--- src/ssr_pkg.sv ---
// constants and types shared by the status summary and service request block
package ssr_pkg;

  // summary byte bit positions
  localparam int SUM_BUSY_BIT = 0;
  localparam int SUM_ERR_BIT  = 2;
  localparam int SUM_QUES_BIT = 3;
  localparam int SUM_MAV_BIT  = 4;
  localparam int SUM_ESB_BIT  = 5;
  localparam int SUM_RQS_BIT  = 6;
  localparam int SUM_OPER_BIT = 7;

  // standard-event layout: power-on 7, command 5, execution 4,
  // device dependent 3, query 2, operation complete 0; bits 6 and 1 fixed zero
  localparam logic [7:0] STD_VALID_MASK = 8'hBD;
  localparam logic [7:0] STD_PON_EVENT  = 8'h80;

  // service-request enable never holds the request bit itself
  localparam logic [7:0] SRE_VALID_MASK = 8'hBF;

  // values after reset
  localparam logic [7:0] STD_EN_RESET = 8'h00;
  localparam logic [7:0] SRE_RESET    = 8'h00;
  localparam logic [7:0] SUM_RESET    = 8'h00;
  localparam logic [7:0] RD_RESET  = 8'h00;

  // host commands and queries
  typedef enum logic [3:0] {
    CMD_NOP   = 4'h0,
    CMD_CLS   = 4'h1,
    CMD_SUM_Q    = 4'h2,
    CMD_STD_EN_W = 4'h3,
    CMD_STD_EN_Q = 4'h4,
    CMD_ESR_Q = 4'h5,
    CMD_SRE_W = 4'h6,
    CMD_SRE_Q = 4'h7,
    CMD_QES_Q = 4'h8,
    CMD_OES_Q = 4'h9
  } ssr_cmd_t;

  // state of the top module
  typedef struct packed {
    logic [7:0] std_en;
    logic [7:0] sre;
    logic       pon_pend;
    logic [7:0] sum;
    logic [7:0] rd_data;
    logic       rd_valid;
    logic       err_clr;
    logic       out_clr;
  } ssr_main_st_t;

  // state of the service request latch
  typedef struct packed {
    logic rqs;
  } ssr_srq_st_t;

endpackage : ssr_pkg

--- src/ssr_event_group.sv ---
// latched event register of one status group with enable mask and summary
`timescale 1ns/10ps
`default_nettype none

module ssr_event_group #(
  parameter int W = 8
) (
  // clock and reset
  input  wire logic         sys_clk_i,
  input  wire logic         rst_n_i,
  // event sources and control
  input  wire logic [W-1:0] set_i,
  input  wire logic [W-1:0] enable_i,
  input  wire logic         clear_i,
  // results
  output logic      [W-1:0] event_o,
  output logic              summary_o,
  output logic              rise_o
);

  typedef struct packed {
    logic [W-1:0] evt;
    logic [W-1:0] prev;
  } ssr_grp_st_t;

  ssr_grp_st_t st_reg;
  ssr_grp_st_t st_next;

  if (W < 1 || W > 8) begin : g_bad_width
    $error("ssr_event_group: W must lie in 1..8");
  end

  // clear drops stored bits but a source still present re-sets them;
  // prev is zeroed too so a persisting source raises a fresh rise
  always_comb
  begin
    st_next = st_reg;
    if (clear_i)
    begin
      st_next.evt  = set_i;
      st_next.prev = '0;
    end
    else
    begin
      st_next.evt  = st_reg.evt | set_i;
      st_next.prev = st_reg.evt;
    end
  end

  // register stage
  always_ff @(posedge sys_clk_i or negedge rst_n_i)
  begin
    if (!rst_n_i)
      st_reg <= '0;
    else
      st_reg <= st_next;
  end

  assign event_o   = st_reg.evt;
  assign summary_o = |(st_reg.evt & enable_i);
  assign rise_o    = |(st_reg.evt & ~st_reg.prev & enable_i);

endmodule : ssr_event_group

`default_nettype wire

--- src/ssr_srq_latch.sv ---
// service request latch fed by enabled new events
`timescale 1ns/10ps
`default_nettype none

module ssr_srq_latch (
  // clock and reset
  input  wire logic       sys_clk_i,
  input  wire logic       rst_n_i,
  // new enabled events per summary position, enable mask, clear
  input  wire logic [7:0] rise_i,
  input  wire logic [7:0] sre_i,
  input  wire logic       clear_i,
  // latched request
  output logic            rqs_o
);

  ssr_pkg::ssr_srq_st_t st_reg;
  ssr_pkg::ssr_srq_st_t st_next;
  logic                 set_w;

  // the request position itself never triggers a request
  assign set_w = |(rise_i & sre_i & ssr_pkg::SRE_VALID_MASK);

  // set beats clear so a request in the clearing cycle survives
  always_comb
  begin
    st_next     = st_reg;
    st_next.rqs = set_w | (st_reg.rqs & ~clear_i);
  end

  // register stage
  always_ff @(posedge sys_clk_i or negedge rst_n_i)
  begin
    if (!rst_n_i)
      st_reg <= '0;
    else
      st_reg <= st_next;
  end

  assign rqs_o = st_reg.rqs;

endmodule : ssr_srq_latch

`default_nettype wire

--- src/ssr_status_top.sv ---
// status summary byte, standard-event enable and service request logic
//
// Functional notes
// - summary bit 0 follows the busy processing flag.
// - summary bit 2 is set while error messages wait in the queue.
// - summary bit 3 carries the questionable group summary.
// - summary bit 4 is set while output message is available.
// - summary bit 5 carries the standard-event group summary.
// - a service request latches into summary bit 6 until cleared.
// - host services the request; device then clears the latched bit.
// - summary bit 7 carries the operation group summary.
// - group events reach their summary bit only when enabled.
// - a 0-to-1 event bit change raises a request; steady bits do not.
// - reading a group event register returns it, then clears it.
// - a persisting condition raises the request again after its event register is read.
// - clear-status zeroes standard, operation and questionable event registers.
// - clear-status zeroes summary byte, empties error and output queues.
// - clear-status zeroes the service-request enable mask.
// - host writes enable mask 0 to 255; each 1 enables its event.
// - standard summary is OR of enabled standard-event bits.
// - clear-status keeps enable mask; power-on clears it only when set.
// - enable mask query returns its weighted value, 0 to 189.
// - mask layout: bits 7,5,4,3,2,0 live; bits 6 and 1 zero.
// - set standard-event bits hold until read or clear-status.
`timescale 1ns/10ps
`default_nettype none

module ssr_status_top #(
  parameter int QW = 8,
  parameter int OW = 8
) (
  // clock and reset
  input  wire logic                 sys_clk_i,
  input  wire logic                 rst_n_i,
  // host command port
  input  wire logic                 cmd_valid_i,
  input  wire ssr_pkg::ssr_cmd_t    cmd_code_i,
  input  wire logic [7:0]           cmd_data_i,
  // power-on clear setting and retained enable values
  input  wire logic                 psc_i,
  input  wire logic [7:0]           std_en_saved_i,
  input  wire logic [7:0]           sre_saved_i,
  // device status sources
  input  wire logic                 processing_flag_i,
  input  wire logic                 error_queue_pending_i,
  input  wire logic                 msg_avail_i,
  input  wire logic [7:0]           std_event_i,
  input  wire logic [QW-1:0]        ques_cond_i,
  input  wire logic [QW-1:0]        ques_enable_i,
  input  wire logic [OW-1:0]        oper_cond_i,
  input  wire logic [OW-1:0]        operation_summary_enable_i,
  // register views
  output logic      [7:0]           status_byte_o,
  output logic      [7:0]           std_en_o,
  output logic      [7:0]           sre_o,
  // query answer
  output logic      [7:0]           rd_data_o,
  output logic                      rd_valid_o,
  // request and queue control
  output logic                      srq_o,
  output logic                      err_queue_clear_o,
  output logic                      out_queue_clear_o
);

  ssr_pkg::ssr_main_st_t st_reg;
  ssr_pkg::ssr_main_st_t st_next;

  // decoded command strobes
  logic       cls_w;
  logic       esr_rd_w;
  logic       qes_rd_w;
  logic       oes_rd_w;
  logic       sum_rd_w;

  // group results
  logic [7:0]    std_event_w;
  logic [QW-1:0] ques_event_w;
  logic [OW-1:0] oper_event_w;
  logic          std_sum_w;
  logic          ques_sum_w;
  logic          operation_summary_w;
  logic          std_rise_w;
  logic          ques_rise_w;
  logic          oper_rise_w;
  logic [7:0]    rise_vec_w;
  logic [7:0]    std_set_w;
  logic          rqs_w;

  if (QW < 1 || QW > 8 || OW < 1 || OW > 8) begin : g_bad_width
    $error("ssr_status_top: QW and OW must lie in 1..8");
  end

  // true for commands that place an answer on rd_data_o
  function automatic logic is_query(input ssr_pkg::ssr_cmd_t c);
    case (c)
      ssr_pkg::CMD_SUM_Q,
      ssr_pkg::CMD_STD_EN_Q,
      ssr_pkg::CMD_ESR_Q,
      ssr_pkg::CMD_SRE_Q,
      ssr_pkg::CMD_QES_Q,
      ssr_pkg::CMD_OES_Q: is_query = 1'b1;
      default:            is_query = 1'b0;
    endcase
  endfunction : is_query

  // one strobe per command; only valid cycles count
  function automatic logic cmd_is(input logic v,
                                  input ssr_pkg::ssr_cmd_t c,
                                  input ssr_pkg::ssr_cmd_t want);
    cmd_is = v && (c == want);
  endfunction : cmd_is

  assign cls_w    = cmd_is(cmd_valid_i, cmd_code_i, ssr_pkg::CMD_CLS);
  assign esr_rd_w = cmd_is(cmd_valid_i, cmd_code_i, ssr_pkg::CMD_ESR_Q);
  assign qes_rd_w = cmd_is(cmd_valid_i, cmd_code_i, ssr_pkg::CMD_QES_Q);
  assign oes_rd_w = cmd_is(cmd_valid_i, cmd_code_i, ssr_pkg::CMD_OES_Q);
  assign sum_rd_w = cmd_is(cmd_valid_i, cmd_code_i, ssr_pkg::CMD_SUM_Q);

  // standard events, plus the power-on event in the first cycle after reset;
  // dead positions are masked so they can never latch
  assign std_set_w = (std_event_i
                     | (st_reg.pon_pend ? ssr_pkg::STD_PON_EVENT : 8'h00))
                     & ssr_pkg::STD_VALID_MASK;

  // standard-event group: summary is OR of enabled latched bits
  ssr_event_group #(
    .W         (8)
  ) u_std_grp (
    .sys_clk_i (sys_clk_i),
    .rst_n_i   (rst_n_i),
    .set_i     (std_set_w),
    .enable_i  (st_reg.std_en),
    .clear_i   (esr_rd_w | cls_w),
    .event_o   (std_event_w),
    .summary_o (std_sum_w),
    .rise_o    (std_rise_w)
  );

  // questionable-condition group
  ssr_event_group #(
    .W         (QW)
  ) u_ques_grp (
    .sys_clk_i (sys_clk_i),
    .rst_n_i   (rst_n_i),
    .set_i     (ques_cond_i),
    .enable_i  (ques_enable_i),
    .clear_i   (qes_rd_w | cls_w),
    .event_o   (ques_event_w),
    .summary_o (ques_sum_w),
    .rise_o    (ques_rise_w)
  );

  // operation-condition group
  ssr_event_group #(
    .W         (OW)
  ) u_oper_grp (
    .sys_clk_i (sys_clk_i),
    .rst_n_i   (rst_n_i),
    .set_i     (oper_cond_i),
    .enable_i  (operation_summary_enable_i),
    .clear_i   (oes_rd_w | cls_w),
    .event_o   (oper_event_w),
    .summary_o (operation_summary_w),
    .rise_o    (oper_rise_w)
  );

  // new enabled events placed at their summary positions
  always_comb
  begin
    rise_vec_w                       = 8'h00;
    rise_vec_w[ssr_pkg::SUM_QUES_BIT] = ques_rise_w;
    rise_vec_w[ssr_pkg::SUM_ESB_BIT]  = std_rise_w;
    rise_vec_w[ssr_pkg::SUM_OPER_BIT] = oper_rise_w;
  end

  // service request latch; a summary-byte query counts as servicing it
  ssr_srq_latch u_srq (
    .sys_clk_i (sys_clk_i),
    .rst_n_i   (rst_n_i),
    .rise_i    (rise_vec_w),
    .sre_i     (st_reg.sre),
    .clear_i   (sum_rd_w | cls_w),
    .rqs_o     (rqs_w)
  );

  // next state of the register file, summary byte and answer path
  always_comb
  begin
    st_next          = st_reg;
    st_next.rd_valid = 1'b0;
    st_next.err_clr  = 1'b0;
    st_next.out_clr  = 1'b0;
    st_next.pon_pend = 1'b0;

    // retained enables come back unless power-on clear is active
    if (st_reg.pon_pend && !psc_i)
    begin
      st_next.std_en = std_en_saved_i & ssr_pkg::STD_VALID_MASK;
      st_next.sre = sre_saved_i & ssr_pkg::SRE_VALID_MASK;
    end

    // summary byte rebuilt every cycle; bit 1 stays zero
    st_next.sum                        = 8'h00;
    st_next.sum[ssr_pkg::SUM_BUSY_BIT] = processing_flag_i;
    st_next.sum[ssr_pkg::SUM_ERR_BIT]  = error_queue_pending_i;
    st_next.sum[ssr_pkg::SUM_QUES_BIT] = ques_sum_w;
    st_next.sum[ssr_pkg::SUM_MAV_BIT]  = msg_avail_i;
    st_next.sum[ssr_pkg::SUM_ESB_BIT]  = std_sum_w;
    st_next.sum[ssr_pkg::SUM_RQS_BIT]  = rqs_w;
    st_next.sum[ssr_pkg::SUM_OPER_BIT] = operation_summary_w;

    if (cmd_valid_i)
    begin
      st_next.rd_valid = is_query(cmd_code_i);
      case (cmd_code_i)
        ssr_pkg::CMD_CLS:
        begin
          // enable mask for standard events survives on purpose
          st_next.sum     = ssr_pkg::SUM_RESET;
          st_next.err_clr = 1'b1;
          st_next.out_clr = 1'b1;
          st_next.sre     = ssr_pkg::SRE_RESET;
        end
        ssr_pkg::CMD_SUM_Q:
          st_next.rd_data = st_reg.sum;
        ssr_pkg::CMD_STD_EN_W:
          st_next.std_en = cmd_data_i & ssr_pkg::STD_VALID_MASK;
        ssr_pkg::CMD_STD_EN_Q:
          st_next.rd_data = st_reg.std_en;
        ssr_pkg::CMD_ESR_Q:
          st_next.rd_data = std_event_w;
        ssr_pkg::CMD_SRE_W:
          st_next.sre = cmd_data_i & ssr_pkg::SRE_VALID_MASK;
        ssr_pkg::CMD_SRE_Q:
          st_next.rd_data = st_reg.sre;
        ssr_pkg::CMD_QES_Q:
          st_next.rd_data = 8'(ques_event_w);
        ssr_pkg::CMD_OES_Q:
          st_next.rd_data = 8'(oper_event_w);
        default:
          st_next.rd_valid = 1'b0;
      endcase
    end
  end

  // register stage; power-on pending starts set so the first cycle
  // after release raises the power-on event and restores enables
  always_ff @(posedge sys_clk_i or negedge rst_n_i)
  begin
    if (!rst_n_i)
    begin
      st_reg          <= '0;
      st_reg.std_en   <= ssr_pkg::STD_EN_RESET;
      st_reg.sre      <= ssr_pkg::SRE_RESET;
      st_reg.sum      <= ssr_pkg::SUM_RESET;
      st_reg.rd_data  <= ssr_pkg::RD_RESET;
      st_reg.pon_pend <= 1'b1;
    end
    else
      st_reg <= st_next;
  end

  // outputs straight from flops
  assign status_byte_o     = st_reg.sum;
  assign std_en_o          = st_reg.std_en;
  assign sre_o             = st_reg.sre;
  assign rd_data_o         = st_reg.rd_data;
  assign rd_valid_o        = st_reg.rd_valid;
  assign srq_o             = rqs_w;
  assign err_queue_clear_o = st_reg.err_clr;
  assign out_queue_clear_o = st_reg.out_clr;

endmodule : ssr_status_top

`default_nettype wire

--- config.mk ---
export PLATFORM = sky130hd
export DESIGN_NAME = ssr_status_top
export DESIGN_NICKNAME = d
export VERILOG_FILES = /design/src/ssr_pkg.sv /design/src/ssr_event_group.sv /design/src/ssr_srq_latch.sv /design/src/ssr_status_top.sv
export SDC_FILE = /design/constraint.sdc
export NUM_CORES = 1
export LEC_CHECK = 0
export BUFFER_PORTS_ARGS = -buffer_cell sky130_fd_sc_hd__buf_4
export CORE_MARGIN = 4
export CORE_UTILIZATION = 25
export CTS_CLUSTER_DIAMETER = 50
export CTS_CLUSTER_SIZE = 24
export DETAILED_ROUTE_END_ITERATION = 10
export PLACE_DENSITY = 0.43
export SYNTH_ARGS = -nofsm -noshare
export SYNTH_HDL_FRONTEND = slang
export SYNTH_HIERARCHICAL = 1
export SYNTH_SLANG_ARGS = --single-unit
--- constraint.sdc ---
create_clock -name sys_clk_i -period 3.03 [get_ports sys_clk_i]
set_clock_uncertainty 0.2 [all_clocks]
set_input_delay 0.303 -clock sys_clk_i [delete_from_list [all_inputs] [get_ports sys_clk_i]]
set_output_delay 0.303 -clock sys_clk_i [all_outputs]
set_load 0.005 [all_outputs]
==> reports/summary.md, run 1 <==
• unrepaired setup endpoints after global routing: false
• number of synthesized flops with an enable pin: 0
• average instance area after synthesis: 10.36 sq um
• cell with the most instances after synthesis: sky130_fd_sc_hd__dfrtp_1
• Internal: 2.234 mW
• share of synthesized cell area in full adder, half adder and majority cells: 0
• Final HPWL DP: 9372 um
• number of nets in the layout: 579
• final number of setup-violating endpoints: 0
• full die area: 19530 sq um
• asr flop ratio synth: 1.000
• share of total power consumed by net switching: 0.2439
• vias: 3209
• global route total overflow: 0
• total global routing track utilization: 0.1266
• detailed-route vias per instance: 4.402
• most common flop cell mapped by yosys: sky130_fd_sc_hd__dfrtp_1
• largest net degree at the start of global routing: 84
• result of the run: completed
• Fin Setup TNS: 0 ps
• compound-cell area share of the yosys netlist: 0.1367
• actual transition at the worst max-transition pin: 1066 ps
• area added between synthesis and finish: 28.52%
• slowest stage cell, crit path: sky130_fd_sc_hd__dfrtp_1
• # clock sinks: 83
• type of the tightest min-delay check: in -> reg
• top post-synthesis cells by count: sky130_fd_sc_hd__dfrtp_1, sky130_fd_sc_hd__buf_4, sky130_fd_sc_hd__nand2_1
• clock period minus final worst setup slack: 1796 ps
• peak clock frequency supported by timing: 556.8 MHz
• leakage power of the design: 2.313 nW
• main area contributors after synthesis: sky130_fd_sc_hd__dfrtp_1, sky130_fd_sc_hd__buf_4, sky130_fd_sc_hd__nor2b_2
• relative contribution of sequential cells to total power: 0.438
• path depth of the worst reg2reg path: 5
• Worst-Skew Late Latency: 340 ps
• IO buf count: 103
• count of final hold-check violations: 0
• H-tree depth reported by CTS: 3
• Critical Path Max Stage Delay: 460 ps
• post-synthesis cell type with the largest combined area: sky130_fd_sc_hd__dfrtp_1
• worst hold path stage count: 3
• number of buffers on the longest clock path: 2
• clock network fraction of design power: 0.402
• YS warnings: 6
• Worst Hold End: sre_o[2]$_DFF_PN0_
• die span in x: 139.7 um
• clock slew at reported path FFs: 60 ps
• main combinational cell family by area after synthesis: simple AND/OR/NAND/NOR gates
• TritonCTS Buffers: 9
• library cells used by synthesis: 54
• Rel. slew slack: 0.2893
• number of nets with antenna violations after detailed routing: 0
• Post-Synth XOR/XNOR Area: 0.002018
• power spent charging and discharging nets: 0.7209 mW
• type of destination of the critical path: flop
• critical register-to-register path endpoint: u_srq/rqs_o$_DFF_PN0_
• Synth Area in Simple Gates: 0.2287
• layout cell share with drive strength beyond 1: 0.3124
• largest fanout on the critical path: 4
• count of inserted antenna diode cells: 0
• share of total power in combinational logic: 0.161
• post-synthesis sequential element count: 83
• Post-route DRC: 0
• post-synthesis instance total: 419
• peak supply drop: 0.2548 mV
• number of placement rows: 47
• Resized cells post-CTS: 0
• portion of netlist area occupied by mux cells: 0.02999
• final wirelength: 12230 um
• CTS tree: built
• number of iterations in the first detailed-routing pass: 4
• cell-by-cell listing of the critical path: nand2_1 -> o22ai_1 -> or3_1 -> a22oi_1 -> nand4_1
• routed wirelength normalized by instance count: 16.77 um
• Pins Over Slew Limit: 0
• final total power: 2.955 mW
• post-CTS setup-driven buffer insertion count: 0
• portion of the post-synthesis area used by sequential elements: 0.4790
• first-pass GRT wire length: 19150 um
• power density over the cells: 529.9 nW/um^2
• data required time of the worst path: 3030 ps
• 1st-iter DRT viols: 96
• antenna violations before repair: 0
• count of boundary I/O pins: 111
• Root Buffer: sky130_fd_sc_hd__clkbuf_16
• hold path start: sre_saved_i[2]
• critical path arrival: 1800 ps
• Final Wtd Congestion: 0.8082
• origin of the critical flop-to-flop path: std_en_o[1]$_DFF_PN0_
• number of global-route vias before repair: 3470
• element type at the critical path start: flop
• core area: 16820 sq um
• area share of the largest cell type after synthesis: 0.4729
• share of the clock period used by the worst path: 0.5927
• area of the mapped netlist: 4339 sq um
• effective utilization at floorplan: 0.2580
• Die Y: 139.7 um
• flop2flop setup slack: 1230 ps
• max-cap violation count: 0
• crit path kind: reg -> reg
metal layers:
metal / vias to the layer above / wire length [um] / GRT usage
met5: - / 0 / 0
met4: 0 / 147 / 0.03570
met3: 9 / 494 / 0.03533
met2: 70 / 5876 / 0.2089
met1: 1563 / 5708 / 0.1628
li1: 1567 / - / -
worst max-delay path: cells and delay by family, from the launching register on:
family | cells | cell delay, ps
AND/OR/NAND/NOR | 3 | 660
flip-flops | 1 | 460
AO/OA/AOI/OAI | 2 | 340
repair_timing:
item,in CTS,in global routing
hold buffers,32,0
hold endpoints to repair,46,0
endpoints found under the setup margin,0,0
power groups by stage:
stage	logic, mW	clock network, mW	registers (mW)
6_report	0.475	1.19	1.29
2_1_floorplan	0.312	0	1.27
3_5_place_dp	0.452	0	1.32
4_1_cts	0.486	1.22	1.30
3_3_place_gp	0.445	0	1.32
5_1_grt	0.530	1.27	1.31
area by class of cell:
| cell class | count | area, sq um |
|---|---|---|
| multi-input cells | 267 | 1757 |
| inverters | 3 | 11.26 |
| flip-flops and latches | 83 | 2078 |
| clock inverters | 2 | 60.06 |
| clock buffers | 14 | 264.0 |
| fillers | 1782 | 11240 |
| repair buffers | 140 | 1131 |
| well taps | 220 | 275.3 |
stage by stage:
| stage | setup slack, ps | hold WS (ps) | instance area, sq um | util | std cells |
|---|---|---|---|---|---|
| after floorplan | 839.2 | -192.6 | 4365 | - | 426 |
| after global routing | 1153 | 29.15 | 5577 | 0.3316 | 729 |
| after detailed placement | 1020 | 284.3 | 4932 | 0.2933 | 681 |
| after global placement | 1026 | 289.9 | 4932 | 0.2933 | 681 |
| final | 1234 | 37.54 | 5577 | 0.3316 | 729 |
| after CTS | 1223 | 20.39 | 5577 | 0.3316 | 729 |
kinds of logic (layout without fill, tap and decap cells):
| kind of cell | after synthesis | count (layout) |
|---|---|---|
| buffers and inverters | 76 | 159 |
| xor gates and xnor gates | 1 | 1 |
| other | 1 | 8 |
| DFF | 83 | 83 |
| and+or+nand+nor | 158 | 158 |
| AOI/OAI and AO/OA | 87 | 87 |
| muxes | 13 | 13 |
worst max path at each step:
stage	slack [ps]	depth (start not counted)	from	to
floorplan	840	6	cmd_code_i[3]	u_ques_grp/event_o[0]$_DFF_PN0_
global placement	1030	5	cmd_code_i[2]	sre_o[1]$_DFF_PN0_
detailed placement	1020	5	cmd_code_i[2]	sre_o[1]$_DFF_PN0_
CTS	1220	5	std_en_o[2]$_DFF_PN0_	u_srq/rqs_o$_DFF_PN0_
global route	1150	5	std_en_o[2]$_DFF_PN0_	u_srq/rqs_o$_DFF_PN0_
finish	1230	5	std_en_o[1]$_DFF_PN0_	u_srq/rqs_o$_DFF_PN0_
cell usage in the layout (no fill, tap or decap), types with 5 or more instances in the layout:
cell and instances:
sky130_fd_sc_hd__mux2i_1 13, sky130_fd_sc_hd__nand2b_1 7, sky130_fd_sc_hd__a22oi_1 14, sky130_fd_sc_hd__o22ai_1 6, sky130_fd_sc_hd__nor2b_2 26, sky130_fd_sc_hd__conb_1 8, sky130_fd_sc_hd__nand2_1 44, sky130_fd_sc_hd__nor2b_1 6
sky130_fd_sc_hd__o21ai_1 19, sky130_fd_sc_hd__clkbuf_16 9, sky130_fd_sc_hd__buf_4 108, sky130_fd_sc_hd__dlygate4sd3_1 32, sky130_fd_sc_hd__nor3b_1 5, sky130_fd_sc_hd__nand3b_1 9, sky130_fd_sc_hd__a21oi_1 10, sky130_fd_sc_hd__or2_1 24
sky130_fd_sc_hd__o21ai_0 8, sky130_fd_sc_hd__a32o_1 7, sky130_fd_sc_hd__and2_1 8, sky130_fd_sc_hd__dfrtp_1 82
Note: power is estimated with default switching activity, not from simulation.
==> run 2: changes to the inputs <==
Clock period 3.03 ns to 1.7 ns, I/O delays scaled along.
==> run 2 against run 1 <==
The run now ends with hold timing left. Core utilization is 3.3 points higher. Clock power is 56% higher. Combinational power is 130% higher. Largest cell class unchanged. Global-route usage is 1.0 points higher. Sequential share of layout area is 3.4 points lower. Sequential power is 74% higher. Non-clock buffer count is 60 higher. Highest routed layer unchanged.
==> reports/summary.md, run 2 (same netlist as run 1, synthesis figures left out) <==
• largest fanout on the critical path: 2, -2
• peak clock frequency supported by timing: 615.7 MHz, +11%
• full die area: 19530 sq um, unchanged
• power density over the cells: 845.8 nW/um^2, +60%
• number of nets in the layout: 639, +10%
• clock period minus final worst setup slack: 1624 ps, -171.8 ps
• path depth of the worst reg2reg path: 5, unchanged
• worst hold path stage count: 4, +1
• area added between synthesis and finish: 41.26%
• count of inserted antenna diode cells: 0, unchanged
• worst-case hold slack: -4.546 ps, -42.08 ps
• Pins Over Slew Limit: 0, unchanged
• cell-by-cell listing of the critical path: nand3b_1 -> o2111ai_1 -> or3_4 -> a22oi_2 -> nand4_1
• max-cap violation count: 0, unchanged
• number of placement rows: 47, unchanged
• most frequent standard cell in the layout excluding fill and tap cells: sky130_fd_sc_hd__buf_4
• vias: 3419, +6.5%
• number of cells after detailed placement: 726, +6.6%
• type of the tightest min-delay check: in -> reg
• Fin Setup TNS: 0 ps, unchanged
• effective utilization at floorplan: 0.2580, unchanged
• count of final hold-check violations: 1, +1
• flop2flop setup slack: 80 ps, -1160 ps
• violated checks: hold timing
• Die Y: 139.7 um, unchanged
• routed wirelength normalized by instance count: 16.63 um, -0.86%
• number of buffers on the longest clock path: 2, unchanged
• leakage power of the design: 2.583 nW, +12%
• layout cell share with drive strength beyond 1: 0.3726, +0.06021
• number of cells on the critical path: 5, unchanged
• TritonCTS Buffers: 9, unchanged
• largest net degree at the start of global routing: 84, unchanged
• Post-route DRC: 0, unchanged
• cell class contributing the biggest share of worst-path delay: simple AND/OR/NAND/NOR gates
• DP Area: 5361 sq um, +8.7%
• Bufs and invs on worst path: 0, unchanged
• Worst-Skew Late Latency: 340 ps, about the same
• number of iterations in the first detailed-routing pass: 4, unchanged
• critical path arrival: 1640 ps, -160 ps
• origin of the critical flop-to-flop path: std_en_o[2]$_DFF_PN0_
• final setup slack of the worst path: 75.90 ps, -1158 ps
• final number of setup-violating endpoints: 0, unchanged
• unrepaired setup endpoints after global routing: false
• final wirelength: 13120 um, +7.3%
• Critical Path Max Stage Delay: 400 ps, -60 ps
• number of nets with antenna violations after detailed routing: 0, unchanged
• data required time of the worst path: 1710 ps, -1320 ps
• first-pass GRT wire length: 20470 um, +6.9%
• count of boundary I/O pins: 111, unchanged
• antenna violations before repair: 0, unchanged
• Worst Hold End: status_byte_o[3]$_DFF_PN0_
• total global routing track utilization: 0.1370, +0.01039
• critical register-to-register path endpoint: u_srq/rqs_o$_DFF_PN0_
• type of destination of the critical path: flop
• leading cell types in the layout, fill and taps excluded: sky130_fd_sc_hd__buf_4, sky130_fd_sc_hd__dfrtp_1, sky130_fd_sc_hd__dlygate4sd3_1
• global route total overflow: 0, unchanged
• core area: 16820 sq um, unchanged
• die span in x: 139.7 um, unchanged
• H-tree depth reported by CTS: 3, unchanged
• IO buf count: 103, unchanged
• share of the clock period used by the worst path: 0.9554, +0.3627
• CTS tree: built
• # clock sinks: 83, unchanged
• peak supply drop: 0.4678 mV, +84%
• post-route insts no fill: 789, +8.2%
• number of global-route vias before repair: 3676, +5.9%
• Root Buffer: sky130_fd_sc_hd__clkbuf_16
• Final HPWL DP: 10070 um, +7.4%
• Final Wtd Congestion: 0.8253, +2.1%
• result of the run: finished, violations left
• 1st-iter DRT viols: 125, +30%
• count of filler cells inserted in the layout: 1748, -1.9%
• crit path kind: reg -> reg
• worst slack, placed: 4.129 ps, -1016 ps
• slowest stage cell, crit path: sky130_fd_sc_hd__dfrtp_1
• detailed-route vias per instance: 4.333, -1.6%
• element type at the critical path start: flop
• clock slew at reported path FFs: 60 ps, about the same
• cell area after layout: 6130 sq um, +9.9%
• hold path start: ques_enable_i[0]
## run 2: changes by cell type in the layout (fill, tap and decap cells not counted), moves of 2 or more
cell,change
sky130_fd_sc_hd__bufinv_16,-2
sky130_fd_sc_hd__buf_12,+6
sky130_fd_sc_hd__or3_4,+2
sky130_fd_sc_hd__buf_4,+40
sky130_fd_sc_hd__or3_1,-2
sky130_fd_sc_hd__dlygate4sd3_1,+14
sky130_fd_sc_hd__clkinvlp_4,+3
## run 2: metrics by stage
step	power (mW)	hold slack, ps	util
6_report	5.184	-4.546	0.3645
3_5_place_dp	3.284	45.95	0.3188
5_1_grt	5.459	36.83	0.3645
3_3_place_gp	3.266	40.83	0.3188
2_1_floorplan	2.816	-325.6	-
4_1_cts	5.255	0.06012	0.3630
## run 2: how the worst max path moves through the flow
stage,startpoint,endpoint,slack [ps]
after floorplan,cmd_code_i[3],u_std_grp/event_o[0]$_DFF_PN0_,50
after global placement,std_en_o[2]$_DFF_PN0_,u_srq/rqs_o$_DFF_PN0_,20
after detailed placement,cmd_code_i[3],rd_data_o[1]$_DFFE_PN0P_,4
after CTS,std_en_o[2]$_DFF_PN0_,u_srq/rqs_o$_DFF_PN0_,20
after global routing,u_ques_grp/event_o[2]$_DFF_PN0_,u_srq/rqs_o$_DFF_PN0_,1
final,std_en_o[2]$_DFF_PN0_,u_srq/rqs_o$_DFF_PN0_,80
## run 2: layout make-up
cell class / instances / area [sq um] / share of cell area
repair buffers: 200 / 1692 / 0.2760
multi-input cells: 267 / 1790 / 0.2921
clock buffers: 13 / 260.3 / 0.04246
well taps: 220 / 275.3 / 0.04491
clock inverters: 3 / 22.52 / 0.003674
inverters: 3 / 11.26 / 0.001837
flip-flops and latches: 83 / 2078 / 0.3390
## run 2: repair_timing
| action | in CTS | in global routing |
|---|---|---|
| endpoints found under the setup margin | 0 | 1 |
| gates resized for setup | 0 | 4 |
| hold buffers | 46 | 0 |
| buffers inserted | 0 | 1 |
| hold endpoints to repair | 120 | 0 |
## run 2: where the power goes
group          total, mW  internal (mW)  switching, mW
Sequential          2.25           2.14          0.117
Clock               1.86           1.07          0.790
Combinational       1.07          0.608          0.463
Total               5.18           3.81           1.37
## run 2: metal layers
layer	up-vias	GRT usage	routed length, um
met5	-	0	0
met4	0	0.04742	176
met3	12	0.02642	587
met2	88	0.2244	6423
met1	1634	0.1812	5931
li1	1685	-	-
## run 2: worst register-to-register path: stages, from the launching register on
cell and delay [ps]:
sky130_fd_sc_hd__dfrtp_1 400, sky130_fd_sc_hd__nand3b_1 90, sky130_fd_sc_hd__o2111ai_1 130, sky130_fd_sc_hd__or3_4 390, sky130_fd_sc_hd__a22oi_2 180, sky130_fd_sc_hd__nand4_1 110
